File: config.mk
export PLATFORM = sky130hd
export DESIGN_NAME = uevs_top
export DESIGN_NICKNAME = d
export VERILOG_FILES = /design/src/core/uevs_pkg.sv /design/src/core/uevs_idle_if.sv /design/src/core/uevs_idle_timer.sv /design/src/core/uevs_top.sv
export SDC_FILE = /design/constraint.sdc
export NUM_CORES = 1
export LEC_CHECK = 0
export BUFFER_PORTS_ARGS = -buffer_cell sky130_fd_sc_hd__buf_2
export CORE_ASPECT_RATIO = 1.2
export CORE_MARGIN = 2
export CORE_UTILIZATION = 30
export DETAILED_ROUTE_END_ITERATION = 8
export GPL_ROUTABILITY_DRIVEN = 0
export GPL_TIMING_DRIVEN = 0
export PLACE_DENSITY_LB_ADDON = 0.08
export SLEW_MARGIN = 20
export SYNTH_ARGS = -nofsm -noshare
export SYNTH_HDL_FRONTEND = slang
export SYNTH_HIERARCHICAL = 1
export SYNTH_SLANG_ARGS = --single-unit
File: constraint.sdc
create_clock -name clk -period 2.52 [get_ports clk]
set_clock_uncertainty 0.15 [all_clocks]
set_input_delay 0.252 -clock clk [delete_from_list [all_inputs] [get_ports clk]]
set_output_delay 0.252 -clock clk [all_outputs]
set_load 0.01 [all_outputs]
File: src/core/uevs_pkg.sv
/*
  Package for the USB event status flag slice: register offsets, bit
  positions, reset values and timing constants.
  Assumes a 125 MHz system clock and a 32-bit Avalon-MM register bus.
*/
package uevs_pkg;

  // ==========================================================
  // Register map (byte addresses)
  localparam logic [3:0] UEVS_ADDR_STATUS = 4'h0;
  localparam logic [3:0] UEVS_ADDR_MASK = 4'h4;
  localparam logic [3:0] UEVS_ADDR_DCTL = 4'h8;
  localparam logic [3:0] UEVS_ADDR_CFG = 4'hC;

  // ==========================================================
  // Status and mask bit positions
  localparam int UEVS_B_ENUM = 13;
  localparam int UEVS_B_BRST = 12;
  localparam int UEVS_B_SUSP = 11;
  localparam int UEVS_B_EARLY = 10;
  localparam int UEVS_B_ONAK = 7;
  localparam int UEVS_B_INAK = 6;
  localparam int UEVS_B_NPTX = 5;
  localparam int UEVS_B_RXP = 4;
  localparam int UEVS_STAT_W = 14;

  // Write-one-to-clear bits, writable mask bits and mask reset value
  localparam logic [13:0] UEVS_W1C_BITS = 14'h3C00;
  localparam logic [13:0] UEVS_MASK_BITS = 14'h3CF0;
  localparam logic [13:0] UEVS_MASK_RST = 14'h0000;

  // ==========================================================
  // Device control register bits
  localparam int UEVS_D_SET_ONAK = 0;
  localparam int UEVS_D_CLR_ONAK = 1;
  localparam int UEVS_D_SET_INAK = 2;
  localparam int UEVS_D_CLR_INAK = 3;

  // Configuration register bits
  localparam int UEVS_C_HOST = 0;
  localparam int UEVS_C_EMPTY_LVL = 1;

  // ==========================================================
  // Transmit FIFO geometry
  localparam int UEVS_TXF_AW = 9;
  localparam logic [8:0] UEVS_TXF_DEPTH = 9'h100;
  localparam logic [8:0] UEVS_TXF_HALF = 9'h080;

  // ==========================================================
  // Timing
  localparam int UEVS_CLK_MHZ = 125;
  localparam int UEVS_EARLY_US = 3000;
  localparam int UEVS_EARLY_CYC = UEVS_EARLY_US * UEVS_CLK_MHZ;
  localparam int UEVS_SUSP_US = 3000;
  localparam int UEVS_SUSP_CYC = UEVS_SUSP_US * UEVS_CLK_MHZ;
  localparam int UEVS_CNT_W = 20;

endpackage : uevs_pkg

File: src/core/uevs_idle_if.sv
/*
  Interface between the event status top and its bus idle timer.
  Assumes both ends run on the same clock.
*/
`timescale 1ns/1ps
interface uevs_idle_if;
  logic enable;
  logic bus_idle;
  logic early_pulse;
  logic susp_pulse;

  modport timer
  (
    input enable,
    input bus_idle,
    output early_pulse,
    output susp_pulse
  );
  modport user
  (
    output enable,
    output bus_idle,
    input early_pulse,
    input susp_pulse
  );
endinterface : uevs_idle_if

File: src/core/uevs_idle_timer.sv
/*
  Bus idle timer: pulses once when the bus has been idle for the early
  threshold and once at the suspend threshold.
  Assumes bus_idle is synchronous to clk; enable low holds it cleared.
*/
`timescale 1ns/1ps
module uevs_idle_timer
  import uevs_pkg::*;
#(
  parameter int EARLY_CYC = UEVS_EARLY_CYC,
  parameter int SUSP_CYC = UEVS_SUSP_CYC
)
(
  input wire logic clk,
  input wire logic srst,
  uevs_idle_if.timer idl
);

  typedef struct packed {
    logic [UEVS_CNT_W-1:0] cnt;
    logic early;
    logic susp;
  } uevs_tmr_t;

  uevs_tmr_t st_r;
  uevs_tmr_t st_nxt;

  localparam logic [UEVS_CNT_W-1:0] EARLY_LAST =
    UEVS_CNT_W'(EARLY_CYC - 1);
  localparam logic [UEVS_CNT_W-1:0] SUSP_LAST =
    UEVS_CNT_W'(SUSP_CYC - 1);
  // Count stops at the suspend count; early must not exceed it
  localparam logic [UEVS_CNT_W-1:0] SUSP_STOP =
    UEVS_CNT_W'(SUSP_CYC);

  // ==========================================================
  // Counter
  always_comb
  begin
    st_nxt = st_r;
    st_nxt.early = 1'b0;
    st_nxt.susp = 1'b0;
    if (!idl.enable || !idl.bus_idle)
    begin
      st_nxt.cnt = '0;
    end
    else if (st_r.cnt != SUSP_STOP)
    begin
      // Saturates so each threshold fires once per idle stretch
      st_nxt.cnt = st_r.cnt + 1'b1;
      st_nxt.early = (st_r.cnt == EARLY_LAST);
      st_nxt.susp = (st_r.cnt == SUSP_LAST);
    end
  end

  always_ff @(posedge clk)
  begin
    if (srst)
    begin
      st_r <= '0;
    end
    else
    begin
      st_r <= st_nxt;
    end
  end

  assign idl.early_pulse = st_r.early;
  assign idl.susp_pulse = st_r.susp;

endmodule : uevs_idle_timer

File: src/core/uevs_top.sv
/*
  USB event status flag slice (status bits 13..4) with mask, device
  control strobes, configuration and one level interrupt, on Avalon-MM.
  Assumes all inputs are synchronous to clk and the USB line logic
  reports reset, enumeration done, bus idle and FIFO levels.
*/
// Overview of operation
// - Device mode sets enumeration-done flag bit 13; write one clears
// - Device mode sets bus-reset flag bit 12 on line reset; W1C
// - Device mode sets suspend flag bit 11 after long idle; W1C
// - Device mode sets early-suspend bit 10 after 3 ms idle; W1C
// - Bits 9 and 8 read zero; software leaves them default
// - OUT-NAK-effective bit 7 rises once global OUT NAK takes effect
// - Bit 7 clears via clear-OUT-NAK control or host mode, not status write
// - IN-NAK-effective bit 6 rises once global IN NAK is sampled
// - Bit 6 clears via clear-IN-NAK control write
// - IN NAK effect does not imply NAK sent; STALL wins
// - Bit 5 resets one; set when FIFO at threshold and queue space
// - Threshold is half or fully empty, per empty-level config bit
// - Bit 4 set while receive FIFO holds a packet
// - Cleared mask bit blocks interrupt but flag still sets
`timescale 1ns/1ps
module uevs_top
  import uevs_pkg::*;
#(
  parameter int EARLY_CYC = UEVS_EARLY_CYC,
  parameter int SUSP_CYC = UEVS_SUSP_CYC
)
(
  input wire logic clk,
  input wire logic srst,
  input wire logic [3:0] avs_address,
  input wire logic avs_read,
  input wire logic avs_write,
  input wire logic [31:0] avs_writedata,
  input wire logic [3:0] avs_byteenable,
  output logic [31:0] avs_readdata,
  output logic avs_waitrequest,
  input wire logic line_reset,
  input wire logic enum_done,
  input wire logic bus_idle,
  input wire logic out_path_idle,
  input wire logic in_token_seen,
  input wire logic ep_stalled,
  input wire logic [8:0] txf_free_words,
  input wire logic txq_has_space,
  input wire logic [7:0] rx_packet_count,
  output logic irq,
  output logic host_mode,
  output logic out_nak_active,
  output logic in_nak_reply,
  output logic in_stall_reply
);

  typedef struct packed {
    logic [13:0] stat;
    logic [13:0] mask;
    logic host;
    logic empty_lvl;
    logic onak_req;
    logic inak_req;
    logic ack;
    logic wreq;
    logic [31:0] rdata;
    logic irq;
    logic in_nak;
    logic in_stall;
  } uevs_state_t;

  uevs_state_t st_r;
  uevs_state_t st_nxt;
  uevs_idle_if idl ();

  logic wr_go;
  logic rd_go;
  logic [13:0] wdat;
  logic [13:0] set_ev;
  logic tx_ok;

  // ==========================================================
  // Bus idle timer
  assign idl.enable = !st_r.host;
  assign idl.bus_idle = bus_idle;

  uevs_idle_timer #(
    .EARLY_CYC(EARLY_CYC),
    .SUSP_CYC(SUSP_CYC)
  ) u_idle (
    .clk(clk),
    .srst(srst),
    .idl(idl)
  );

  // ==========================================================
  // Bus access: one wait cycle, answer on the second edge
  // Writes commit at the edge that ends the wait, as the master sees it
  assign wr_go = avs_write && st_r.ack;
  assign rd_go = avs_read && !st_r.ack;
  // Low two lanes carry all implemented bits
  assign wdat = {avs_byteenable[1] ? avs_writedata[13:8] : 6'h00,
                 avs_byteenable[0] ? avs_writedata[7:0] : 8'h00};

  // ==========================================================
  // Event sources
  always_comb
  begin
    set_ev = '0;
    set_ev[UEVS_B_ENUM] = enum_done;
    set_ev[UEVS_B_BRST] = line_reset;
    set_ev[UEVS_B_SUSP] = idl.susp_pulse;
    set_ev[UEVS_B_EARLY] = idl.early_pulse;
  end

  assign tx_ok = st_r.empty_lvl ? (txf_free_words == UEVS_TXF_DEPTH)
                                : (txf_free_words >= UEVS_TXF_HALF);

  // ==========================================================
  // Next state
  always_comb
  begin
    st_nxt = st_r;
    st_nxt.ack = 1'b0;
    // Single-cycle waitrequest low per access
    if ((avs_read || avs_write) && !st_r.ack)
    begin
      st_nxt.ack = 1'b1;
    end
    st_nxt.wreq = !st_nxt.ack;

    // Write one to clear on W1C bits only; set wins over clear
    if (wr_go && avs_address == UEVS_ADDR_STATUS)
    begin
      st_nxt.stat = st_r.stat & ~(wdat & UEVS_W1C_BITS);
    end
    st_nxt.stat = st_nxt.stat | set_ev;

    if (wr_go && avs_address == UEVS_ADDR_MASK)
    begin
      st_nxt.mask = wdat & UEVS_MASK_BITS;
    end
    if (wr_go && avs_address == UEVS_ADDR_CFG && avs_byteenable[0])
    begin
      st_nxt.host = avs_writedata[UEVS_C_HOST];
      st_nxt.empty_lvl = avs_writedata[UEVS_C_EMPTY_LVL];
    end

    // Effect first, so a clear control in this cycle still wins
    // OUT NAK takes effect once no OUT packet is in flight
    if (st_r.onak_req && out_path_idle)
    begin
      st_nxt.stat[UEVS_B_ONAK] = 1'b1;
    end
    // IN NAK takes effect as soon as the request is sampled
    if (st_r.inak_req)
    begin
      st_nxt.stat[UEVS_B_INAK] = 1'b1;
    end

    // Global NAK requests; clear wins if both written together
    if (wr_go && avs_address == UEVS_ADDR_DCTL && avs_byteenable[0])
    begin
      if (avs_writedata[UEVS_D_SET_ONAK])
      begin
        st_nxt.onak_req = 1'b1;
      end
      if (avs_writedata[UEVS_D_SET_INAK])
      begin
        st_nxt.inak_req = 1'b1;
      end
      if (avs_writedata[UEVS_D_CLR_ONAK])
      begin
        st_nxt.onak_req = 1'b0;
        st_nxt.stat[UEVS_B_ONAK] = 1'b0;
      end
      if (avs_writedata[UEVS_D_CLR_INAK])
      begin
        st_nxt.inak_req = 1'b0;
        st_nxt.stat[UEVS_B_INAK] = 1'b0;
      end
    end

    // IN token reply: STALL has priority over NAK
    st_nxt.in_stall = in_token_seen && ep_stalled;
    st_nxt.in_nak = in_token_seen && !ep_stalled
                    && st_r.stat[UEVS_B_INAK];

    st_nxt.stat[UEVS_B_NPTX] = tx_ok && txq_has_space;
    st_nxt.stat[UEVS_B_RXP] = (rx_packet_count != 8'h00);
    st_nxt.stat[9:8] = 2'b00;

    // Device-only flags and requests forced idle in host mode
    if (st_r.host)
    begin
      st_nxt.stat[13:6] = 8'h00;
      st_nxt.onak_req = 1'b0;
      st_nxt.inak_req = 1'b0;
      st_nxt.in_nak = 1'b0;
    end

    st_nxt.irq = |(st_r.stat & st_r.mask);

    st_nxt.rdata = '0;
    if (rd_go)
    begin
      unique case (avs_address)
        UEVS_ADDR_STATUS: st_nxt.rdata = {18'h00000, st_r.stat};
        UEVS_ADDR_MASK: st_nxt.rdata = {18'h00000, st_r.mask};
        UEVS_ADDR_DCTL: st_nxt.rdata = {30'h00000000, st_r.inak_req,
                                        st_r.onak_req};
        UEVS_ADDR_CFG: st_nxt.rdata = {30'h00000000, st_r.empty_lvl,
                                       st_r.host};
        default: st_nxt.rdata = '0;
      endcase
    end
  end

  // ==========================================================
  // State register
  always_ff @(posedge clk)
  begin
    if (srst)
    begin
      st_r <= '0;
      st_r.mask <= UEVS_MASK_RST;
      st_r.wreq <= 1'b1;
      st_r.stat[UEVS_B_NPTX] <= 1'b1;
    end
    else
    begin
      st_r <= st_nxt;
    end
  end

  assign avs_readdata = st_r.rdata;
  assign avs_waitrequest = st_r.wreq;
  assign irq = st_r.irq;
  assign host_mode = st_r.host;
  assign out_nak_active = st_r.stat[UEVS_B_ONAK];
  assign in_nak_reply = st_r.in_nak;
  assign in_stall_reply = st_r.in_stall;

endmodule : uevs_top

---- Yosys cells after proc, flatten, opt, wreduce, memory -nomap -nowiden ----
Cells that the tools add are included.
operators by class
  $add $sub $neg .......................... 1
  magnitude comparators ................... 1
  eq/ne operators ......................... 6
  mux-type cells .......................... 15
  bitwise logic cells ..................... 6
  reduce and logical (&&, ||, !) cells .... 31
operators with widths
  kind                     number
  $pmux W14 S4             1
  $and A14 B14 Y14         2
  $add A20 B1 Y20 const B  1
  $eq A20 B19 Y1 const B   1
  $ne A20 B19 Y1 const B   1
  $logic_and A1 B1 Y1      14
  $mux W14                 1
  $not A14 Y14             1
  $or A14 B14 Y14          1
  $reduce_or A14 Y1        1
  $mux W1                  10
  $eq A9 B9 Y1 const B     1
  $ge A9 B8 Y1 const B     1
  $eq A4 B4 Y1 const B     2
  $mux W8                  1
  $reduce_bool A8 Y1       1
  $mux W6                  1
  $reduce_or A2 Y1         3
  $eq A4 B3 Y1 const B     1
  $logic_not A1 Y1         4
  $logic_not A4 Y1         1
  $reduce_and A2 Y1        2
  $reduce_bool A2 Y1       2
  $reduce_or A3 Y1         1
  3 further kinds          5
storage, ports and cells
  flip-flop bits (word level) ............. 84
  bits of input ports ..................... 68
  output and inout port bits .............. 38
  word-level logic and storage cells ...... 75

---- Depth between registers and ports, before layout ----
Gate-level depths: netlist of run 1.
  word-level depth ........................ 8
  depth in mapped cells ................... 6
  mapped depth without buffers ............ 5

---- By module ----
Netlist of run 1, hierarchy kept.
by module, submodules not included
  module           times used  cells an instance  area each (sq um)  seq. area each (sq um)
  uevs_top         1           184                1619.1             700.7
  uevs_idle_timer  1           119                1082.3             420.4

---- Worst setup path before layout of run 1 ----
No wires, ideal clock.
  path type ............................... register to register
  start point ............................. register u_idle/st_r[3] (netlist bit)
  end point ............................... register u_idle/st_r[20] (netlist bit)
  library setup time ...................... 0.073 ns
  data arrival time ....................... 1.549 ns
  slack ................................... 0.749 ns
  stages on the path, launching flop included .. 6
  buffers on the path ..................... 0
  cells stage by stage .................... dfxtp_1 ha_1 nand2_4 or2_4 or4_1 a21oi_1
between the ends
  longest elaborated chain between the ends .. 1
ends and longest elaborated chain
  what                                               RTL line                                      RTL
  start: declaration                                 uevs_idle_timer.sv:25                         uevs_tmr_t st_r;
  start signal: assignment                           uevs_idle_timer.sv:64                         st_r <= st_nxt;
  $add A20 B1 Y20 or $ne A20 B19 Y1 (tied branches)  uevs_idle_timer.sv:50, uevs_idle_timer.sv:47
Several ways; a longest one is shown, not always the timed one.
A chain may end at the register's enable or synchronous reset.

---- Worst setup path in the final report of run 1 ----
Same ends and word-level chain as after synthesis.

==> impl_metrics.py, run 1 <==
metrics = {
    "status": {
        "result_of_the_run": "finished clean",
    },
    "critical_path": {
        "crit-reg2reg-launch": "u_idle/st_r[3]",
        "critical_path.startpoint_type": "register",
        "crit_type": "register to register",
        "critPathMaxFanout": 5,
        "critical_path_required_ns": 2.61,
        "timing.rr.end": "u_idle/st_r[20]",
        "setup.worst_path.start": "u_idle/st_r[3]",
        "cp.arrival_ns": 2.06,
        "r2r_setup_slack_ns": 0.55,
        "reg2reg_depth": 5,
        "worst_setup_path_end_kind": "register",
    },
    "floorplanning": {
        "floorplan.die.width_um": 90.6,
        "floorplan.die_area_sq_um": 9780,
        "row_count": 37,
        "core_region_area_sq_um": 8660,
        "initial_core_util": 0.312,
        "fp.dieH_um": 108,
        "io_pins": 106,
    },
    "clock_network": {
        "post_cts_hold_buffer_count": 2,
        "post_cts_resized": 0,
        "clock_latency_ns": 0.31,
        "clk_pin_slew_worst_paths_ns": 0.11,
        "tritoncts": "built",
        "clockRootBuffer": "sky130_fd_sc_hd__clkbuf_8",
        "cts_max_level": 2,
        "postCtsSetupRepairBufs": 0,
        "cts_max_path_buffers": 2,
        "cts_sinks": 56,
        "cts-buffers-inserted": 5,
    },
    "worst_hold_path": {
        "hp-class": "input pin to register",
        "hold_path_end": "in_stall_reply",
        "timing.hold.worst.start": "ep_stalled",
        "min_delay_path_depth": 2,
    },
    "timing": {
        "min_cycle_time_layout_ns": 1.97,
        "worstMarginPinSlew_ns": 0.769,
        "hold_vio_cnt_final": 0,
        "aggregate_negative_setup_slack_ns": 0,
        "drv_slew": 0,
        "fmax_mhz": 509,
        "post-route-period-util": 0.780,
        "setup_repair_after_global_routing_missed_its_margin": "no",
        "timing.slew.headroom": 0.483,
        "setup_viol": 0,
    },
    "layout": {
        "antenna_cells": 0,
        "multi_input_comb_area_sq_um": 1340,
        "n_fill_cell": 940,
        "area_of_all_sequential_standard_cells_sq_um": 1120,
        "layout.nets": 463,
        "flow.area_growth_from_synthesis_pct": 23.8,
        "layout-drive-gt1-share": 0.289,
        "final_cells": 511,
    },
    "detailed_routing": {
        "drt-vias-per-instance": 4.57,
        "remaining_drc_errors": 0,
        "drt_first_pass_iters": 4,
        "wire_per_inst_um": 12.5,
        "detail_route.wirelength_um": 6370,
        "drt_iter0_drc": 86,
        "vias": 2336,
        "final_antenna_net_count": 0,
    },
    "pwr": {
        "max-vdd-ir-drop_uv": 173,
        "leakagePower_nw": 1.38,
        "powerDensity_nw_per_um2": 465,
    },
    "logic_synthesis": {
        "synth_seq_area_share": 0.415,
        "number_of_enable_type_register_cells_in_the_synthesized_netlist": 0,
        "synth-async-reset-ratio": 0,
        "number_of_distinct_standard_cells_referenced_by_the_synthesized_netlist": 46,
        "synthesis.instances": 303,
        "yosys_register_bits": 56,
        "synth_area_per_cell_sq_um": 8.92,
        "count_of_yosys_warnings_during_synthesis": 6,
        "syn-cell-area_sq_um": 2700,
        "yosys_most_used_dff": "sky130_fd_sc_hd__dfxtp_1",
    },
    "global_route": {
        "wire_length_of_the_first_global_routing_pass_um": 10700,
        "grt_antenna_before_repair": 0,
        "grt_overflow_total": 0,
        "grt_start_max_net_pins": 19,
        "first_global_vias": 2285,
        "groute.usage.overall": 0.134,
    },
    "placement": {
        "dpl.hpwl_um": 4900,
        "post-place-cells": 501,
        "port_buffers": 60,
    },
    "job": {
        "maxCapViolations": 0,
    },
}
==> cell families after synthesis <==
kind of cell	share of synthesized area
multiplexers	0.0296
flip-flops	0.415
AND/OR/NAND/NOR	0.264
buffers and inverters	0.121
adder cells (fa/ha/maj)	0.00926
AO/OA/AOI/OAI	0.120
XOR/XNOR	0.0389
other	0.00139
==> synthesized netlist by cell type (3+ instances only) <==
master / number / area share
sky130_fd_sc_hd__nand4_1: 9 / 0.021
sky130_fd_sc_hd__and3_1: 3 / 0.0069
sky130_fd_sc_hd__a41oi_1: 3 / 0.0097
sky130_fd_sc_hd__or3_1: 4 / 0.0093
sky130_fd_sc_hd__nor3_1: 5 / 0.0093
sky130_fd_sc_hd__nor2_1: 29 / 0.040
sky130_fd_sc_hd__nand2_1: 19 / 0.026
sky130_fd_sc_hd__inv_1: 7 / 0.0097
sky130_fd_sc_hd__o21ai_0: 16 / 0.030
sky130_fd_sc_hd__nand3_1: 7 / 0.013
sky130_fd_sc_hd__dfxtp_1: 56 / 0.42
sky130_fd_sc_hd__nor4_1: 19 / 0.044
sky130_fd_sc_hd__xnor2_1: 10 / 0.032
sky130_fd_sc_hd__a21oi_1: 16 / 0.030
sky130_fd_sc_hd__mux2i_1: 8 / 0.030
sky130_fd_sc_hd__clkbuf_1: 6 / 0.0083
sky130_fd_sc_hd__buf_4: 34 / 0.094
sky130_fd_sc_hd__a22oi_1: 12 / 0.033
sky130_fd_sc_hd__nand3b_1: 3 / 0.0083
==> critical path, stage by stage, from the launching register on <==
cell                      delay [ns]
sky130_fd_sc_hd__dfxtp_1        0.44
sky130_fd_sc_hd__ha_1           0.33
sky130_fd_sc_hd__nand2_4        0.10
sky130_fd_sc_hd__or2_4          0.28
sky130_fd_sc_hd__or4_1          0.46
sky130_fd_sc_hd__a21oi_1        0.14
==> worst max-delay path by stage <==
stage                            to  depth (start not counted)
global route         u_idle/st_r[2]                          4
detailed placement   u_idle/st_r[4]                          4
floorplan           u_idle/st_r[20]                          5
global placement     u_idle/st_r[4]                          4
finish              u_idle/st_r[20]                          5
CTS                  u_idle/st_r[3]                          4
==> flip-flops by register name (all words and copies together) (netlist names) <==
register and cells:
in_nak_reply 1, in_stall_reply 1, host_mode 1, avs_waitrequest 1, irq 1, u_idle/idl.susp_pulse 1
st_r 19, avs_readdata 10, u_idle/st_r 20, out_nak_active 1
==> area by class of cell <==
| class | count | area share |
|---|---|---|
| Buffer | 42 | 0.0898 |
| Clock buffer | 5 | 0.0206 |
| Clock inverter | 3 | 0.00636 |
| Inverter | 7 | 0.00786 |
| Multi-Input combinational cell | 219 | 0.400 |
| Sequential cell | 56 | 0.335 |
| Tap cell | 117 | 0.0438 |
| Timing Repair Buffer | 62 | 0.0958 |
==> layout by cell type, fill, tap and decap left out, types with 3 or more instances in the layout <==
cell and n:
sky130_fd_sc_hd__nor2_1 29, sky130_fd_sc_hd__nand4_1 9, sky130_fd_sc_hd__nor3_1 5, sky130_fd_sc_hd__a22oi_1 12, sky130_fd_sc_hd__inv_1 7, sky130_fd_sc_hd__nor4_1 18, sky130_fd_sc_hd__clkbuf_1 6, sky130_fd_sc_hd__dfxtp_1 56
sky130_fd_sc_hd__clkbuf_8 5, sky130_fd_sc_hd__xnor2_1 10, sky130_fd_sc_hd__nand3b_1 3, sky130_fd_sc_hd__nand2_1 19, sky130_fd_sc_hd__or3_1 4, sky130_fd_sc_hd__and3_1 3, sky130_fd_sc_hd__nand3_1 7, sky130_fd_sc_hd__a41oi_1 3
sky130_fd_sc_hd__buf_4 34, sky130_fd_sc_hd__a21oi_1 16, sky130_fd_sc_hd__buf_2 60, sky130_fd_sc_hd__o21ai_0 16, sky130_fd_sc_hd__mux2i_1 8, sky130_fd_sc_hd__conb_1 22
==> stage by stage <==
stage,instance area [sq um],util,power (mW),setup WS (ns),hold slack [ns]
floorplan,2780,-,1.00,0.749,0.185
global placement,3230,0.373,1.07,0.570,0.309
detailed placement,3230,0.373,1.07,0.546,0.308
CTS,3340,0.385,1.58,0.545,0.00412
global route,3340,0.386,1.64,0.410,0.0173
finish,3340,0.386,1.55,0.554,0.0125
==> power by group <==
part / total (mW) / internal, mW / switching [mW] / leakage, nW
clock network: 0.504 / 0.198 / 0.306 / 0.0445
registers: 0.902 / 0.894 / 0.00759 / 0.453
logic: 0.148 / 0.0680 / 0.0801 / 0.878
==> per-layer routing <==
layer,part of all wire,global-route usage
met2,0.54,0.244
met3,0.030,0.0202
met4,0.017,0.0604
met5,0,0
met1,0.42,0.154
(Power assumes the default switching activity.)
==> run 2, diff against run 1 <==
- clock period: 2.52 -> 1.7 ns (I/O delays scaled with it)
==> run 2 against run 1 <==
Against the previous run:
- the flow now finishes with violations (negative hold slack)
- routed wire length rose by 4.1%
- utilization rose by 4.2 points
- global-route usage rose by 0.10 points
- power rose by 67%
- hold slack got worse by 0.020 ns
- setup slack got worse by 0.50 ns
- cell area rose by 11%
- die area did not move
- critical path type is now input pin to register
- largest cell class unchanged
- highest routed layer unchanged
==> impl_metrics.py, run 2 (synthesized netlist as in run 1, its figures left out) <==
metrics = {
    "status": {
        "result_of_the_run": "complete, but fails checks",
        "violations": "negative hold slack",
    },
    "critical_path": {
        "critPathMaxFanout": 9,
        "critical_path_required_ns": 1.75,
        "crit_path_top_delay_cell": "sky130_fd_sc_hd__dlygate4sd3_1",
        "crit_path_cell_trace": "dlygate4sd3_1 > buf_4 > inv_1 > and3_1 > dlygate4sd3_1",
        "worst_setup_path_end_kind": "register",
        "setup.worst_path.start": "srst",
        "timing.rr.end": "u_idle/st_r[3]",
        "crit_type": "input pin to register",
        "crit-reg2reg-launch": "u_idle/st_r[16]",
        "critical_path.startpoint_type": "input pin",
        "cp_slowest_stage_delay_ns": 0.54,
        "reg2reg_depth": 4,
        "r2r_setup_slack_ns": 0.08,
        "crit_path_end": "in_stall_reply",
        "timing.critical_path.mode_cell": "sky130_fd_sc_hd__dlygate4sd3_1",
        "cp.arrival_ns": 1.70,
    },
    "layout": {
        "postLayoutCoreUtil": 0.429,
        "layout_common_cells": "sky130_fd_sc_hd__buf_2, sky130_fd_sc_hd__buf_4, sky130_fd_sc_hd__dfxtp_1",
        "n_fill_cell": 896,
        "flip_flop_count_of_the_largest_register_all_copies_and_words_added": 20,
        "layout.nets": 488,
        "layout_commonest_cell": "sky130_fd_sc_hd__buf_2",
        "antenna_cells": 0,
        "flow.area_growth_from_synthesis_pct": 37.3,
        "regMostFlops": "u_idle/st_r",
        "layout-drive-gt1-share": 0.354,
        "layout.cell_area.non_filler_sq_um": 3710,
    },
    "clock_network": {
        "cts-buffers-inserted": 5,
        "cts_max_level": 2,
        "clockRootBuffer": "sky130_fd_sc_hd__clkbuf_8",
        "cts_sinks": 56,
        "clock_latency_ns": 0.30,
        "cts_max_path_buffers": 2,
        "tritoncts": "built",
        "clk_pin_slew_worst_paths_ns": 0.10,
    },
    "pwr": {
        "totalPowerFinal_mw": 2.59,
        "p_seq_frac": 0.512,
        "internal_power_mw": 2.02,
        "comb_power_share": 0.098,
        "powerDensity_nw_per_um2": 697,
        "leakagePower_nw": 1.54,
        "p_switching_uw": 565,
        "sw_share": 0.218,
        "clock_power_share": 0.390,
        "max-vdd-ir-drop_uv": 382,
    },
    "global_route": {
        "wire_length_of_the_first_global_routing_pass_um": 10700,
        "first_global_vias": 2268,
        "grt_antenna_before_repair": 0,
        "grt_start_max_net_pins": 17,
        "groute.usage.overall": 0.135,
        "grt_overflow_total": 0,
    },
    "detailed_routing": {
        "detail_route.wirelength_um": 6630,
        "vias": 2419,
        "drt_iter0_drc": 57,
        "remaining_drc_errors": 0,
        "drt_first_pass_iters": 4,
        "final_antenna_net_count": 0,
        "wire_per_inst_um": 12.4,
        "drt-vias-per-instance": 4.52,
    },
    "timing": {
        "fmax_mhz": 608,
        "hold_vio_cnt_final": 1,
        "aggregate_negative_setup_slack_ns": 0,
        "post-route-period-util": 0.968,
        "min_cycle_time_layout_ns": 1.65,
        "worstMarginPinSlew_ns": 0.700,
        "setup_viol": 0,
        "final.hold.worst_slack_ns": -0.00725,
        "drv_slew": 0,
        "timing.slew.headroom": 0.529,
        "setup_repair_after_global_routing_missed_its_margin": "yes",
    },
    "worst_hold_path": {
        "hp-class": "input pin to register",
        "timing.hold.worst.start": "avs_read",
    },
    "floorplanning": {
        "fp.dieH_um": 108,
        "floorplan.die.width_um": 90.6,
        "io_pins": 106,
        "initial_core_util": 0.312,
        "row_count": 37,
        "floorplan.die_area_sq_um": 9780,
        "core_region_area_sq_um": 8660,
    },
    "placement": {
        "placed_cell_area_sq_um": 3240,
        "dpl.hpwl_um": 4890,
        "port_buffers": 60,
    },
    "job": {
        "maxCapViolations": 0,
    },
}
-- run 2: changes by cell type in the layout (fill, tap and decap cells not counted), sizes merged --
cell,previous run,this run
bufinv,0,2
dlygate4sd3,2,17
clkinv,1,0
clkbuf,11,9
clkinvlp,1,0
inv,8,7
buf,96,108
-- run 2: repair_timing --
item	CTS	global route
setup buffers	3	9
hold buffers	17	0
resized for setup	8	24
pin swaps	2	9
endpoints found under the hold margin	15	0
endpoints found under the setup margin	15	23
-- run 2: stage by stage --
step / hold WS [ns] / std cells / setup slack [ns]
2_1_floorplan: 0.103 / 324 / 0.0473
3_3_place_gp: 0.229 / 501 / -0.237
3_5_place_dp: 0.223 / 501 / -0.266
4_1_cts: 0.000605 / 528 / 0.00240
5_1_grt: 0.0171 / 535 / -0.000930
6_report: -0.00725 / 535 / 0.0543
-- run 2: per-layer routing --
metal	vias to the layer above	global-route usage	wire, um
li1	1270	-	-
met1	1096	0.149	2780
met2	51	0.260	3560
met3	2	0.0258	248
met4	0	0.0396	36
met5	-	0	0
-- run 2: how the worst min path moves through the flow --
stage	slack, ns	cells past startpoint	end
after floorplan	0.10	1	st_r[38]
after detailed placement	0.22	2	st_r[61]
after global routing	0.02	3	st_r[46]
after CTS	0.0006	2	avs_waitrequest
final	-0.007	2	avs_waitrequest
after global placement	0.23	2	st_r[61]
-- run 2: power groups by stage --
stage                     logic [mW]  clock network (mW)  registers [mW]
after floorplan                0.122                   0            1.37
after global placement         0.214                   0            1.37
after detailed placement       0.214                   0            1.37
after CTS                      0.248                1.05            1.33
after global routing           0.281                1.10            1.33
final                          0.252                1.01            1.33
-- run 2: final cells by class --
| class | count | area [sq um] | area share |
|---|---|---|---|
| flip-flops and latches | 56 | 1160 | 0.312 |
| plain buffers | 40 | 294 | 0.0793 |
| inverters | 7 | 26.3 | 0.00708 |
| clock buffers | 5 | 68.8 | 0.0185 |
| multi-input cells | 219 | 1390 | 0.375 |
| repair buffers | 89 | 563 | 0.152 |
| well taps | 117 | 146 | 0.0395 |
| clock inverters | 2 | 60.1 | 0.0162 |
-- run 2: critical path, delay by kind of cell --
kind,cells,cell delay (ns)
buffers and inverters,4,1.34
AND/OR/NAND/NOR,1,0.18
